## src/verilog/adcsp_defs.vh

```
// constants for the converter serial host port
`ifndef ADCSP_DEFS_VH
`define ADCSP_DEFS_VH

// ============================================================
// word and buffer geometry
`define ADCSP_WORD_BITS 24
`define ADCSP_CNT_BITS 5
`define ADCSP_FIFO_DEPTH 16
`define ADCSP_FIFO_AW 4

// ============================================================
// reset values of the host-visible registers
`define ADCSP_CTRL_RESET 24'h000000
`define ADCSP_CAL_RESET 24'h000000

// ============================================================
// timing: master clock and self-clocking pulse widths
`define ADCSP_CLK_MHZ 20
`define ADCSP_SCK_HI_NS 50
`define ADCSP_SCK_LO_NS 150
// highest allowed external serial clock is master clock over this
`define ADCSP_EXT_RATIO 5
`define ADCSP_SCK_HI_CYC ((`ADCSP_SCK_HI_NS * `ADCSP_CLK_MHZ + 999) / 1000)
`define ADCSP_SCK_LO_CYC ((`ADCSP_SCK_LO_NS * `ADCSP_CLK_MHZ + 999) / 1000)

`endif

```

## src/verilog/adcsp_fifo.v

```verilog
// result buffer between converter and serial port
`timescale 1ns/100ps
module adcsp_fifo #(
	parameter WIDTH = 24,
	parameter DEPTH = 16,
	parameter AW = 4
) (
	input wire clk,
	input wire reset,
	input wire [WIDTH-1:0] in_data,
	input wire in_valid,
	output wire in_ready,
	output wire [WIDTH-1:0] out_data,
	output wire out_valid,
	input wire out_ready
);
	// ============================================================
	// storage and pointers
	reg [WIDTH-1:0] mem [0:DEPTH-1]; // word store
	reg [AW-1:0] wr_ptr_q; // next slot to fill
	reg [AW-1:0] rd_ptr_q; // oldest word
	reg [AW:0] count_q; // words held
	reg ready_q; // registered not-full
	reg valid_q; // registered not-empty
	wire push; // accepted write
	wire pop; // accepted read
	reg [AW:0] count_d;

	assign push = in_valid & ready_q;
	assign pop = valid_q & out_ready;
	assign in_ready = ready_q;
	assign out_valid = valid_q;
	assign out_data = mem[rd_ptr_q];

	// next fill level
	always @*
	begin
		count_d = count_q;
		if (push & ~pop)
			count_d = count_q + 1'b1;
		else if (pop & ~push)
			count_d = count_q - 1'b1;
	end

	// memory write has no reset, contents are don't-care until pushed
	always @(posedge clk)
	begin
		if (push)
			mem[wr_ptr_q] <= in_data;
	end

	// pointers and flags; flags registered so the port sees clean levels
	always @(posedge clk or posedge reset)
	begin
		if (reset)
		begin
			wr_ptr_q <= 4'h0;
			rd_ptr_q <= 4'h0;
			count_q <= 5'h00;
			ready_q <= 1'b1;
			valid_q <= 1'b0;
		end
		else
		begin
			if (push)
				wr_ptr_q <= wr_ptr_q + 1'b1;
			if (pop)
				rd_ptr_q <= rd_ptr_q + 1'b1;
			count_q <= count_d;
			ready_q <= (count_d != DEPTH[AW:0]);
			valid_q <= (count_d != {(AW+1){1'b0}});
		end
	end
endmodule // adcsp_fifo

```

## src/verilog/adcsp_port.v

```verilog
// serial host port of the converter: strobes, clock modes, register access
`timescale 1ns/100ps
`include "adcsp_defs.vh"
module adcsp_port (
	input wire clk,
	input wire reset,
	// host pins
	input wire mode_sel,
	input wire read_strobe_n,
	input wire write_strobe_n,
	input wire register_select,
	input wire sclk_in,
	output wire sclk_out,
	output wire sclk_oe,
	input wire sdata_in,
	output wire sdata_out,
	output wire sdata_oe,
	output wire result_ready_n,
	// converter side
	input wire [23:0] result_data,
	input wire result_valid,
	output wire result_ready,
	output wire [23:0] ctrl_word,
	output wire [23:0] cal_word
);
	// ============================================================
	// states of the transfer engine
	localparam ST_IDLE = 2'b00; // waiting for a strobe
	localparam ST_SHIFT = 2'b01; // bits moving
	localparam ST_DONE = 2'b10; // word complete, waiting for strobe to rise

	// target codes for a transfer
	localparam TG_CTRL = 2'b00;
	localparam TG_DATA = 2'b01;
	localparam TG_CAL = 2'b10;

	// integer forms first, then cut to the counter widths on purpose
	localparam integer WORD_LAST_I = `ADCSP_WORD_BITS - 1;
	localparam integer HI_CYC_I = `ADCSP_SCK_HI_CYC;
	localparam integer LO_CYC_I = `ADCSP_SCK_LO_CYC;
	localparam [4:0] WORD_LAST = WORD_LAST_I[4:0]; // index of the last bit
	localparam [1:0] HI_CYC = HI_CYC_I[1:0]; // self clock high width
	localparam [1:0] LO_CYC = LO_CYC_I[1:0]; // self clock low width

	// target chosen by select line and direction; select low is control
	function [1:0] pick_target;
		input sel;
		input is_read;
		begin
			if (!sel)
				pick_target = TG_CTRL;
			else if (is_read)
				pick_target = TG_DATA;
			else
				pick_target = TG_CAL;
		end
	endfunction

	// ============================================================
	// input synchronisers: every pin crosses two flops first
	localparam NSYNC = 6;
	wire [NSYNC-1:0] pin_raw;
	wire [NSYNC-1:0] pin_s; // second stage, the only one logic reads
	assign pin_raw = {mode_sel, read_strobe_n, write_strobe_n, register_select, sclk_in,
		sdata_in};

	genvar gi;
	generate
		for (gi = 0; gi < NSYNC; gi = gi + 1)
		begin : g_sync
			reg s1_q;
			reg s2_q;
			// idle-high reset keeps strobes inactive and clock at rest
			always @(posedge clk or posedge reset)
			begin
				if (reset)
				begin
					s1_q <= 1'b1;
					s2_q <= 1'b1;
				end
				else
				begin
					s1_q <= pin_raw[gi];
					s2_q <= s1_q;
				end
			end
			assign pin_s[gi] = s2_q;
		end
	endgenerate

	wire mode_s = pin_s[5];
	wire rd_n_s = pin_s[4];
	wire wr_n_s = pin_s[3];
	wire sel_s = pin_s[2];
	wire sck_s = pin_s[1];
	wire din_s = pin_s[0];

	// ============================================================
	// registers
	reg [1:0] state_q; // transfer engine state
	reg self_q; // mode latched between transfers
	reg is_read_q; // current transfer direction
	reg [1:0] target_q; // current register target
	reg [23:0] shift_q; // serial shift register
	reg [4:0] bit_q; // bits sampled so far, survives clock pauses
	reg sck_prev_q; // last synced external clock level
	reg sck_gen_q; // self-generated clock level
	reg sck_oe_q; // we drive the clock line
	reg [1:0] div_q; // pulse-width divider
	reg sdo_q; // data line output
	reg sdo_oe_q; // we drive the data line
	reg rdy_n_q; // fresh result waiting
	reg [23:0] ctrl_q; // control register
	reg [23:0] cal_q; // calibration register
	reg [23:0] data_q; // last conversion handed to the host

	// converter results buffer
	wire [23:0] fifo_data;
	wire fifo_valid;
	reg fifo_pop;

	adcsp_fifo #(
		.WIDTH(`ADCSP_WORD_BITS),
		.DEPTH(`ADCSP_FIFO_DEPTH),
		.AW(`ADCSP_FIFO_AW)
	) u_fifo (
		.clk(clk),
		.reset(reset),
		.in_data(result_data),
		.in_valid(result_valid),
		.in_ready(result_ready),
		.out_data(fifo_data),
		.out_valid(fifo_valid),
		.out_ready(fifo_pop)
	);

	// ============================================================
	// serial clock events, unified across the two modes
	wire strobe_lo = ~rd_n_s | ~wr_n_s;
	// the strobe of the running transfer; the other one is ignored mid-word
	wire act_strobe_hi = is_read_q ? rd_n_s : wr_n_s;
	wire div_end = (div_q == 2'b00);
	// self mode: edges are our own toggles
	wire self_rise = self_q & sck_oe_q & ~sck_gen_q & div_end;
	wire self_fall = self_q & sck_oe_q & sck_gen_q & div_end;
	// external mode: edges found by the sampled pin; host keeps it under master/5
	wire ext_rise = ~self_q & sck_s & ~sck_prev_q;
	wire ext_fall = ~self_q & ~sck_s & sck_prev_q;
	wire sck_rise = self_rise | ext_rise;
	wire sck_fall = self_fall | ext_fall;
	wire word_end = sck_rise & (bit_q == WORD_LAST);

	// ============================================================
	// transfer engine
	always @(posedge clk or posedge reset)
	begin
		if (reset)
		begin
			state_q <= ST_IDLE;
			self_q <= 1'b0;
			is_read_q <= 1'b0;
			target_q <= TG_CTRL;
			shift_q <= 24'h000000;
			bit_q <= 5'h00;
			sck_prev_q <= 1'b1;
			sck_gen_q <= 1'b1;
			sck_oe_q <= 1'b0;
			div_q <= 2'h0;
			sdo_q <= 1'b0;
			sdo_oe_q <= 1'b0;
			ctrl_q <= `ADCSP_CTRL_RESET;
			cal_q <= `ADCSP_CAL_RESET;
			data_q <= 24'h000000;
		end
		else
		begin
			sck_prev_q <= sck_s;
			case (state_q)
				ST_IDLE:
				begin
					// mode strap is taken only between transfers
					self_q <= mode_s;
					sck_gen_q <= 1'b1;
					bit_q <= 5'h00;
					if (strobe_lo)
					begin
						// read wins if both strobes fall together
						is_read_q <= ~rd_n_s;
						target_q <= pick_target(sel_s, ~rd_n_s);
						state_q <= ST_SHIFT;
						div_q <= LO_CYC;
						// self mode: start driving the clock; external: never drive it
						sck_oe_q <= mode_s;
						if (!rd_n_s)
						begin
							// load the chosen word and present its first bit
							if (!sel_s)
							begin
								shift_q <= ctrl_q;
								sdo_q <= ctrl_q[23];
							end
							else
							begin
								shift_q <= fifo_valid ? fifo_data : data_q;
								sdo_q <= fifo_valid ? fifo_data[23] : data_q[23];
								if (fifo_valid)
									data_q <= fifo_data;
							end
							sdo_oe_q <= 1'b1;
						end
					end
				end
				ST_SHIFT:
				begin
					if (act_strobe_hi)
					begin
						// strobe returned early: release both lines at once
						sck_oe_q <= 1'b0;
						sdo_oe_q <= 1'b0;
						sck_gen_q <= 1'b1;
						state_q <= ST_IDLE;
					end
					else
					begin
						// self clock: high and low widths from the divider
						if (self_q)
						begin
							if (div_end)
							begin
								sck_gen_q <= ~sck_gen_q;
								div_q <= sck_gen_q ? LO_CYC : HI_CYC;
							end
							else
								div_q <= div_q - 2'b01;
						end
						// bit position only moves on edges, so pauses keep it
						if (sck_rise)
						begin
							bit_q <= bit_q + 5'h01;
							if (!is_read_q)
								shift_q <= {shift_q[22:0], din_s};
						end
						// the first fall only opens the frame: the msb is already out
						// and the host takes it on the first rise, so no shift there
						if (sck_fall & is_read_q & (bit_q != 5'h00))
						begin
							shift_q <= {shift_q[22:0], 1'b0};
							sdo_q <= shift_q[22];
						end
						if (word_end)
						begin
							// whole word moved: stop the clock even with strobe low
							state_q <= ST_DONE;
							sck_oe_q <= 1'b0;
							sck_gen_q <= 1'b1;
							if (!is_read_q)
							begin
								if (target_q == TG_CTRL)
									ctrl_q <= {shift_q[22:0], din_s};
								else
									cal_q <= {shift_q[22:0], din_s};
							end
						end
					end
				end
				ST_DONE:
				begin
					// hold the last bit until the host lets the strobe rise
					sck_oe_q <= 1'b0;
					if (act_strobe_hi)
					begin
						sdo_oe_q <= 1'b0;
						state_q <= ST_IDLE;
					end
				end
				default:
				begin
					state_q <= ST_IDLE;
					sck_oe_q <= 1'b0;
					sdo_oe_q <= 1'b0;
				end
			endcase
		end
	end

	// ============================================================
	// buffer pop: one word leaves when a data read starts
	always @*
	begin
		fifo_pop = (state_q == ST_IDLE) & ~rd_n_s & sel_s & fifo_valid;
	end

	// ready flag: low while a result is waiting; the cycle after a data read pops
	// a word it goes high, then follows the buffer level again
	always @(posedge clk or posedge reset)
	begin
		if (reset)
			rdy_n_q <= 1'b1;
		else if (fifo_pop)
			rdy_n_q <= 1'b1;
		else
			rdy_n_q <= ~fifo_valid;
	end

	// ============================================================
	// outputs, each straight from a flop
	assign sclk_out = sck_gen_q;
	assign sclk_oe = sck_oe_q;
	assign sdata_out = sdo_q;
	assign sdata_oe = sdo_oe_q;
	assign result_ready_n = rdy_n_q;
	assign ctrl_word = ctrl_q;
	assign cal_word = cal_q;
endmodule // adcsp_port

```

## config.mk

```make
export PLATFORM = sky130hd
export DESIGN_NAME = adcsp_port
export DESIGN_NICKNAME = d
export VERILOG_FILES = /design/src/verilog/adcsp_fifo.v /design/src/verilog/adcsp_port.v
export VERILOG_INCLUDE_DIRS = /design/src /design/src/verilog
export SDC_FILE = /design/constraint.sdc
export NUM_CORES = 1
export LEC_CHECK = 0
export BUFFER_PORTS_ARGS = -buffer_cell sky130_fd_sc_hd__buf_4
export CAP_MARGIN = 10
export CORE_ASPECT_RATIO = 0.6
export CORE_MARGIN = 2
export CORE_UTILIZATION = 45
export CTS_CLUSTER_SIZE = 14
export DETAILED_ROUTE_END_ITERATION = 8
export GPL_ROUTABILITY_DRIVEN = 0
export PLACE_DENSITY = 0.66
export SLEW_MARGIN = 15
export SYNTH_ARGS = -nofsm -noshare
export SYNTH_HDL_FRONTEND = slang
export SYNTH_SLANG_ARGS = --single-unit
```

## constraint.sdc

```tcl
create_clock -name clk -period 4.75 [get_ports clk]
set_input_delay 0.7125 -clock clk [delete_from_list [all_inputs] [get_ports clk]]
set_output_delay 0.7125 -clock clk [all_outputs]
set_load 0.02 [all_outputs]
```

==> results of run 1 <==
==> critical path, stage by stage (launching register included) <==
cell and delay (ps):
sky130_fd_sc_hd__dfrtp_1 400, sky130_fd_sc_hd__inv_1 100, sky130_fd_sc_hd__ha_2 400, sky130_fd_sc_hd__buf_4 330, sky130_fd_sc_hd__o21a_1 150, sky130_fd_sc_hd__o22ai_1 850, sky130_fd_sc_hd__nand2_1 610, sky130_fd_sc_hd__o21ai_0 350
==> cell families (layout without fill, tap and decap cells) <==
group                    count (synthesis)  count (layout)  share of synthesized area
XOR/XNOR                                14              14                    0.00569
AO/OA/AOI/OAI                          246             246                     0.0789
buffers and inverters                  106             226                     0.0217
flip-flops                             525             525                      0.699
multiplexers                           204             204                      0.138
AND/OR/NAND/NOR                        212             212                     0.0479
other                                    0               1                          0
adder cells (fa/ha/maj)                 14              14                    0.00801
==> where the power goes <==
group          switching (W)  internal (W)
clock                0.00163       0.00194
combinational        0.00239       0.00159
sequential          0.000546       0.00559
total                0.00456       0.00911
==> final timing paths <==
check	from	endpoint	slack, ps	depth (start not counted)
max	state_q[1]$_DFFE_PP0P_	shift_q[14]$_DFFE_PP0P_	1450	7
min	mode_sel	g_sync[5].s1_q$_DFF_PP1_	260	1
max reg2reg	state_q[1]$_DFFE_PP0P_	shift_q[14]$_DFFE_PP0P_	1450	7
min reg2reg	g_sync[4].s1_q$_DFF_PP1_	g_sync[4].s2_q$_DFF_PP1_	360	0
max in group asynchronous	reset	din_s$_DFF_PP1_	3290	3
min in group asynchronous	reset	ctrl_word[12]$_DFFE_PP0P_	380	2
==> state kept, by name (all words and copies together) (netlist names), 4 cells and up <==
| signal | cells |
|---|---|
| data_q | 24 |
| g_sync.s2_q | 5 |
| u_fifo.rd_ptr_q | 4 |
| cal_word | 24 |
| u_fifo.mem | 384 |
| g_sync.s1_q | 6 |
| u_fifo.wr_ptr_q | 4 |
| ctrl_word | 24 |
| u_fifo.count_q | 5 |
| bit_q | 5 |
| shift_q | 23 |
==> layout make-up <==
cell class / instances / area, sq um
Sequential cell: 525 / 15100
Antenna cell: 1 / 2.50
Clock inverter: 14 / 133
Clock buffer: 65 / 1240
Fill cell: 3896 / 23200
Inverter: 26 / 103
Timing Repair Buffer: 121 / 933
Multi-Input combinational cell: 690 / 6020
Tap cell: 640 / 801
==> metrics by stage <==
stage               hold slack, ps  instance area (sq um)   util
finish                         256                  24300  0.512
global route                   236                  24300  0.512
CTS                            238                  24300  0.512
detailed placement             347                  22900  0.483
global placement               346                  22900  0.483
floorplan                      345                  21600      -
==> cell usage after synthesis (4+ instances only) <==
cell	instances	area, sq um
sky130_fd_sc_hd__nor2_1	46	173
sky130_fd_sc_hd__inv_1	24	90.1
sky130_fd_sc_hd__nor2b_1	7	43.8
sky130_fd_sc_hd__buf_1	7	26.3
sky130_fd_sc_hd__a221oi_1	25	219
sky130_fd_sc_hd__buf_6	5	56.3
sky130_fd_sc_hd__o22ai_1	28	175
sky130_fd_sc_hd__a31oi_1	12	75.1
sky130_fd_sc_hd__mux2i_1	94	941
sky130_fd_sc_hd__dfrtp_1	125	3130
sky130_fd_sc_hd__o21a_1	11	82.6
sky130_fd_sc_hd__dfstp_2	16	420
sky130_fd_sc_hd__and2_1	15	93.8
sky130_fd_sc_hd__mux2_2	4	45.0
sky130_fd_sc_hd__xnor2_1	11	96.3
sky130_fd_sc_hd__buf_2	8	40.0
sky130_fd_sc_hd__mux2_1	8	90.1
sky130_fd_sc_hd__mux4_2	58	1310
sky130_fd_sc_hd__nand3b_1	6	45.0
sky130_fd_sc_hd__or3_1	10	62.6
sky130_fd_sc_hd__o21ai_0	80	400
sky130_fd_sc_hd__nand3_1	14	70.1
sky130_fd_sc_hd__a21oi_1	7	35.0
sky130_fd_sc_hd__edfxtp_1	384	11500
sky130_fd_sc_hd__o2111ai_1	9	78.8
sky130_fd_sc_hd__clkbuf_1	58	218
sky130_fd_sc_hd__a22oi_1	18	135
sky130_fd_sc_hd__mux2_4	40	601
sky130_fd_sc_hd__ha_1	13	163
sky130_fd_sc_hd__o211ai_1	15	113
sky130_fd_sc_hd__a221o_1	25	250
sky130_fd_sc_hd__nand2_1	84	315
sky130_fd_sc_hd__and3_1	9	56.3
==> layer usage <==
metal  share of wire  GRT usage  vias up  wire length (um)
li1                -          -     5354                 -
met1            0.47      0.335     6434             24100
met2            0.44      0.293      490             22500
met3           0.081     0.0428       45              4130
met4           0.011     0.0356        0               556
met5               0          0        -                 0
==> insert_results.sql, run 1 <==
INSERT INTO impl_metrics (metric_group, metric, value, unit) VALUES
('sta', 'setup_tns', '0', 'ps'),
('place', 'detailed_place_hpwl', '31.2', 'mm'),
('cts', 'worst_setup_hold_path_clk_slew', '60', 'ps'),
('finish', 'area_growth_syn_to_layout', '12.8', '%'),
('finish', 'fin_cells', '2082', ''),
('sta', 'rsz0062_at_grt', 'false', ''),
('floorplan', 'floorplan.die.height', '174', 'um'),
('cts', 'cts.hold.buffers_added', '0', ''),
('sta', 'layout_setup_ws', '1450', 'ps'),
('pwr', 'p_total', '0.0137', 'W'),
('sta', 'timing_worst_slew_pin_value', '1130', 'ps'),
('sta', 'worst_clock_skew', '12.9', 'ps'),
('floorplan', 'dieWidth', '287', 'um'),
('floorplan', 'initial_utilization', '0.453', ''),
('detailed_routing', 'route.antenna.remaining_nets', '0', ''),
('synthesis', 'number_of_enable_type_register_cells_in_the_synthesized_netlist', '384', ''),
('place', 'place.port_buffers', '86', ''),
('global_route', 'grt_start_max_net_pins', '111', ''),
('synthesis', 'syn_area', '0.0216', 'sq mm'),
('global_route', 'via_count_of_the_first_global_routing_pass', '12177', ''),
('cts', 'total_cts_buffers', '46', ''),
('pwr', 'power_leakage', '9.01', 'nW'),
('finish', 'num-nets-final', '1456', ''),
('cts', 'cts.repair.resized', '0', ''),
('place', 'placed_instances', '2002', ''),
('worst_setup_path', 'worstSetupPathType', 'reg -> reg', ''),
('floorplan', 'io_pins', '87', ''),
('detailed_routing', 'starting_drt_drc_count', '1548', ''),
('sta', 'achievable-frequency', '303', 'MHz'),
('floorplan', 'core_region_area', '0.0476', 'sq mm'),
('synthesis', 'synth_area_per_cell', '16.3', 'sq um'),
('pwr', 'max-vdd-ir-drop', '0.325', 'mV'),
('synthesis', 'synth_sequential_area_ratio', '0.699', ''),
('synthesis', 'syn-num-nets', '1367', ''),
('sta', 'setup_violations', '0', ''),
('detailed_routing', 'firstDrtPassIters', '5', ''),
('finish', 'layout_common_cells', 'sky130_fd_sc_hd__edfxtp_1 (384), sky130_fd_sc_hd__dfrtp_1 (122), sky130_fd_sc_hd__buf_4 (119)', ''),
('sta', 'hold_viol', '0', ''),
('cts', 'cts_post_setup_buffers_inserted', '0', ''),
('sta', 'final_max_slew_viol_count', '0', ''),
('sta', 'finalWorstPathRequiredPeriod', '3300', 'ps'),
('sta', 'slew_headroom', '0.245', ''),
('cts', 'cts_buffer_depth', '3', ''),
('flow_run', 'drv.max_cap_violation_count', '0', ''),
('synthesis', 'ys_warn_count', '0', ''),
('floorplan', 'floorplan.rows', '62', ''),
('global_route', 'global_route.overflow_total', '0', ''),
('synthesis', 'syn_inst', '1321', ''),
('synthesis', 'synthArstFlopShare', '0.269', ''),
('synthesis', 'distinct_cell_type_count_after_synthesis', '59', ''),
('sta', 'layout_worst_path_cycle_share', '0.694', ''),
('finish', 'fraction_of_final_layout_cells_sized_beyond_drive_strength_1', '0.219', ''),
('cts', 'deepest_level_of_the_cts_h_tree', '2', ''),
('cts', 'clock_insertion_delay_worst_skew', '560', 'ps'),
('global_route', 'grt_antenna_before_repair', '1', ''),
('pwr', 'powerDensity', '562', 'mW/mm^2'),
('min_path', 'classification_of_the_worst_slack_hold_path', 'in -> reg', ''),
('global_route', 'grtUsageTotal', '0.208', ''),
('detailed_routing', 'wirelength', '51.3', 'mm'),
('place', 'preCtsSetupSlack', '1650', 'ps'),
('detailed_routing', 'route.detailed.vias_per_inst', '5.92', ''),
('detailed_routing', 'drt-wirelength-per-cell', '24.6', 'um'),
('run_status', 'outcome', 'complete, no violations', ''),
('worst_setup_path', 'crit_arrival', '3760', 'ps'),
('global_route', 'wire_length_of_the_first_global_routing_pass', '78.0', 'mm'),
('detailed_routing', 'drc', '0', ''),
('worst_setup_path', 'maximum_fanout_count_along_the_critical_path', '36', ''),
('finish', 'mostFrequentLayoutCell', 'sky130_fd_sc_hd__edfxtp_1', ''),
('floorplan', 'die-area', '0.0497', 'sq mm'),
('cts', 'cts_tree', 'done', ''),
('worst_setup_path', 'worst_setup_path_start_kind', 'flop', ''),
('detailed_routing', 'via_count', '12323', ''),
('cts', 'cts_root_buffer', 'sky130_fd_sc_hd__clkbuf_16', ''),
('worst_setup_path', 'critPathCaptureType', 'flop', ''),
('synthesis', 'prevailing_post_synth_register_cell', 'sky130_fd_sc_hd__edfxtp_1', ''),
('synthesis', 'synth.ff_latch_count', '525', ''),
('cts', 'cts.sink_count', '525', ''),
('worst_setup_path', 'cp.required', '5210', 'ps');
Note: power is estimated with default switching activity, not from simulation.
==> run 2, diff against run 1 <==
==> constraint.sdc (replaced) <==
create_clock -name clk -period 2.85 [get_ports clk]
set_input_delay 0.4275 -clock clk [delete_from_list [all_inputs] [get_ports clk]]
set_output_delay 0.4275 -clock clk [all_outputs]
set_load 0.02 [all_outputs]
==> insert_results.sql, run 2 (synthesis results as in run 1) <==
INSERT INTO impl_metrics (metric_group, metric, value, unit) VALUES
('worst_setup_path', 'maximum_fanout_count_along_the_critical_path', '24', ''),
('detailed_routing', 'drt-wirelength-per-cell', '24.5', 'um'),
('run_status', 'outcome', 'complete, no violations', ''),
('place', 'detailed_place_hpwl', '31.5', 'mm'),
('finish', 'biggest_register', 'u_fifo.mem', ''),
('detailed_routing', 'firstDrtPassIters', '5', ''),
('sta', 'layout_worst_path_cycle_share', '0.965', ''),
('global_route', 'grt_antenna_before_repair', '0', ''),
('worst_setup_path', 'worst_setup_path_start_kind', 'flop', ''),
('finish', 'flip_flop_count_of_the_largest_register_after_layout', '384', ''),
('floorplan', 'floorplan.rows', '62', ''),
('cts', 'cts_buffer_depth', '3', ''),
('worst_setup_path', 'worstSetupPathType', 'reg -> reg', ''),
('floorplan', 'floorplan.die.height', '174', 'um'),
('place', 'place.port_buffers', '86', ''),
('worst_setup_path', 'crit_arrival', '3180', 'ps'),
('floorplan', 'io_pins', '87', ''),
('sta', 'hold_viol', '0', ''),
('sta', 'achievable-frequency', '363', 'MHz'),
('pwr', 'power_leakage', '9.19', 'nW'),
('worst_setup_path', 'cp-startpoint', 'g_sync[1].s2_q$_DFF_PP1_', ''),
('finish', 'layout_common_cells', 'sky130_fd_sc_hd__edfxtp_1 (384), sky130_fd_sc_hd__buf_4 (132), sky130_fd_sc_hd__dfrtp_1 (122)', ''),
('cts', 'cts_tree', 'done', ''),
('detailed_routing', 'wirelength', '51.7', 'mm'),
('worst_setup_path', 'cp.required', '3280', 'ps'),
('sta', 'timing_worst_slew_pin_value', '777', 'ps'),
('min_path', 'classification_of_the_worst_slack_hold_path', 'in -> reg', ''),
('floorplan', 'core_region_area', '0.0476', 'sq mm'),
('sta', 'final_max_slew_viol_count', '0', ''),
('detailed_routing', 'drc', '0', ''),
('global_route', 'grt_start_max_net_pins', '68', ''),
('flow_run', 'drv.max_cap_violation_count', '0', ''),
('global_route', 'wire_length_of_the_first_global_routing_pass', '78.4', 'mm'),
('finish', 'fraction_of_final_layout_cells_sized_beyond_drive_strength_1', '0.228', ''),
('finish', 'area_growth_syn_to_layout', '14.7', '%'),
('global_route', 'via_count_of_the_first_global_routing_pass', '12638', ''),
('worst_setup_path', 'worst_r2r_endpoint', 'ctrl_word[22]$_DFFE_PP0P_', ''),
('worst_setup_path', 'worstSetupEndpoint', 'ctrl_word[22]$_DFFE_PP0P_', ''),
('cts', 'deepest_level_of_the_cts_h_tree', '2', ''),
('cts', 'worst_setup_hold_path_clk_slew', '70', 'ps'),
('finish', 'count_of_inserted_antenna_diode_cells', '0', ''),
('worst_setup_path', 'rr_startpoint', 'g_sync[1].s2_q$_DFF_PP1_', ''),
('detailed_routing', 'starting_drt_drc_count', '1339', ''),
('worst_setup_path', 'cell_breakdown_of_the_critical_path', 'clkinv_1, o32a_1, or4b_4, or4b_4, buf_12, mux2_1', ''),
('finish', 'mostFrequentLayoutCell', 'sky130_fd_sc_hd__edfxtp_1', ''),
('worst_setup_path', 'critical_path.slowest_cell', 'sky130_fd_sc_hd__or4b_4', ''),
('cts', 'cts.hold.buffers_added', '7', ''),
('floorplan', 'dieWidth', '287', 'um'),
('worst_setup_path', 'crit_path_max_incr_delay', '580', 'ps'),
('cts', 'cts.sink_count', '525', ''),
('global_route', 'grt_busiest_layer', 'met1', ''),
('finish', 'num-nets-final', '1490', ''),
('sta', 'hold_slack', '161', 'ps'),
('cts', 'total_cts_buffers', '45', ''),
('global_route', 'global_route.overflow_total', '0', ''),
('global_route', 'grt_util_met2', '0.311', ''),
('pwr', 'powerDensity', '927', 'mW/mm^2'),
('cts', 'cts_root_buffer', 'sky130_fd_sc_hd__clkbuf_16', ''),
('pwr', 'max-vdd-ir-drop', '0.628', 'mV'),
('floorplan', 'initial_utilization', '0.453', ''),
('cts', 'clock_insertion_delay_worst_skew', '560', 'ps'),
('detailed_routing', 'route.detailed.vias_per_inst', '5.91', ''),
('detailed_routing', 'via_count', '12478', ''),
('worst_setup_path', 'reg2regPathDepth', '6', ''),
('floorplan', 'die-area', '0.0497', 'sq mm'),
('sta', 'finalWorstPathRequiredPeriod', '2750', 'ps'),
('global_route', 'grt_met3_use', '0.0425', ''),
('sta', 'rsz0062_at_grt', 'false', ''),
('worst_setup_path', 'critPathCaptureType', 'flop', ''),
('global_route', 'grtUsageTotal', '0.210', ''),
('detailed_routing', 'route.antenna.remaining_nets', '0', ''),
('worst_setup_path', 'cpMostUsedCell', 'sky130_fd_sc_hd__or4b_4', ''),
('sta', 'worst_clock_skew', '17.0', 'ps'),
('sta', 'setup_violations', '0', ''),
('cts', 'cts.repair.resized', '0', ''),
('worst_setup_path', 'r2r_slack', '100', 'ps'),
('global_route', 'gr-usage-met1', '0.323', ''),
('sta', 'setup_tns', '0', 'ps'),
('cts', 'cts_post_setup_buffers_inserted', '0', ''),
('sta', 'slew_headroom', '0.467', '');
run 2: layer usage:
metal  wire (um)  vias up  part of all wire
met1       23400     6418              0.45
met2       22800      576              0.44
met4         879        0             0.017
li1            -     5410                 -
met3        4650       74             0.090
met5           0        -                 0
run 2: where the power goes:
group / internal [W] / switching [W]
registers: 0.00931 / 0.000795
logic: 0.00296 / 0.00413
clock network: 0.00309 / 0.00264
run 2: through the flow:
step / total power, W / instances / setup slack, ps / area (sq um) / util
2_1_floorplan: 0.0146 / 1321 / 82.9 / 21600 / -
3_3_place_gp: 0.0171 / 2030 / 154 / 23300 / 0.491
3_5_place_dp: 0.0173 / 2030 / 146 / 23300 / 0.491
4_1_cts: 0.0231 / 2111 / 113 / 24700 / 0.520
5_1_grt: 0.0240 / 2111 / 66.5 / 24700 / 0.520
6_report: 0.0229 / 2111 / 98.9 / 24700 / 0.520
run 2: worst min path at each step:
stage | from | endpoint | slack [ps] | cells after the start
after floorplan | g_sync[0].s1_q$_DFF_PP1_ | din_s$_DFF_PP1_ | 350 | 0
after global placement | g_sync[4].s1_q$_DFF_PP1_ | g_sync[4].s2_q$_DFF_PP1_ | 350 | 0
after detailed placement | g_sync[0].s1_q$_DFF_PP1_ | din_s$_DFF_PP1_ | 350 | 0
after CTS | result_data[8] | u_fifo.mem[5][8]$_DFFE_PP_ | 140 | 1
after global routing | result_data[10] | u_fifo.mem[2][10]$_DFFE_PP_ | 150 | 1
final | result_data[12] | u_fifo.mem[13][12]$_DFFE_PP_ | 160 | 1
run 2: layout make-up:
type / instances / area (sq um)
multi-input combinational: 690 / 6020
inverter: 26 / 101
clock inverter: 8 / 38.8
tap: 640 / 801
timing repair buffer: 156 / 1400
clock buffer: 66 / 1280
fill: 3787 / 22800
sequential: 525 / 15100
run 2: critical path: cells and delay by family, from the launching register on:
| family | cells | cell delay, ps |
|---|---|---|
| flops | 1 | 540 |
| mux | 1 | 320 |
| simple gates | 2 | 1100 |
| compound gates | 1 | 360 |
| buf+inv | 2 | 290 |
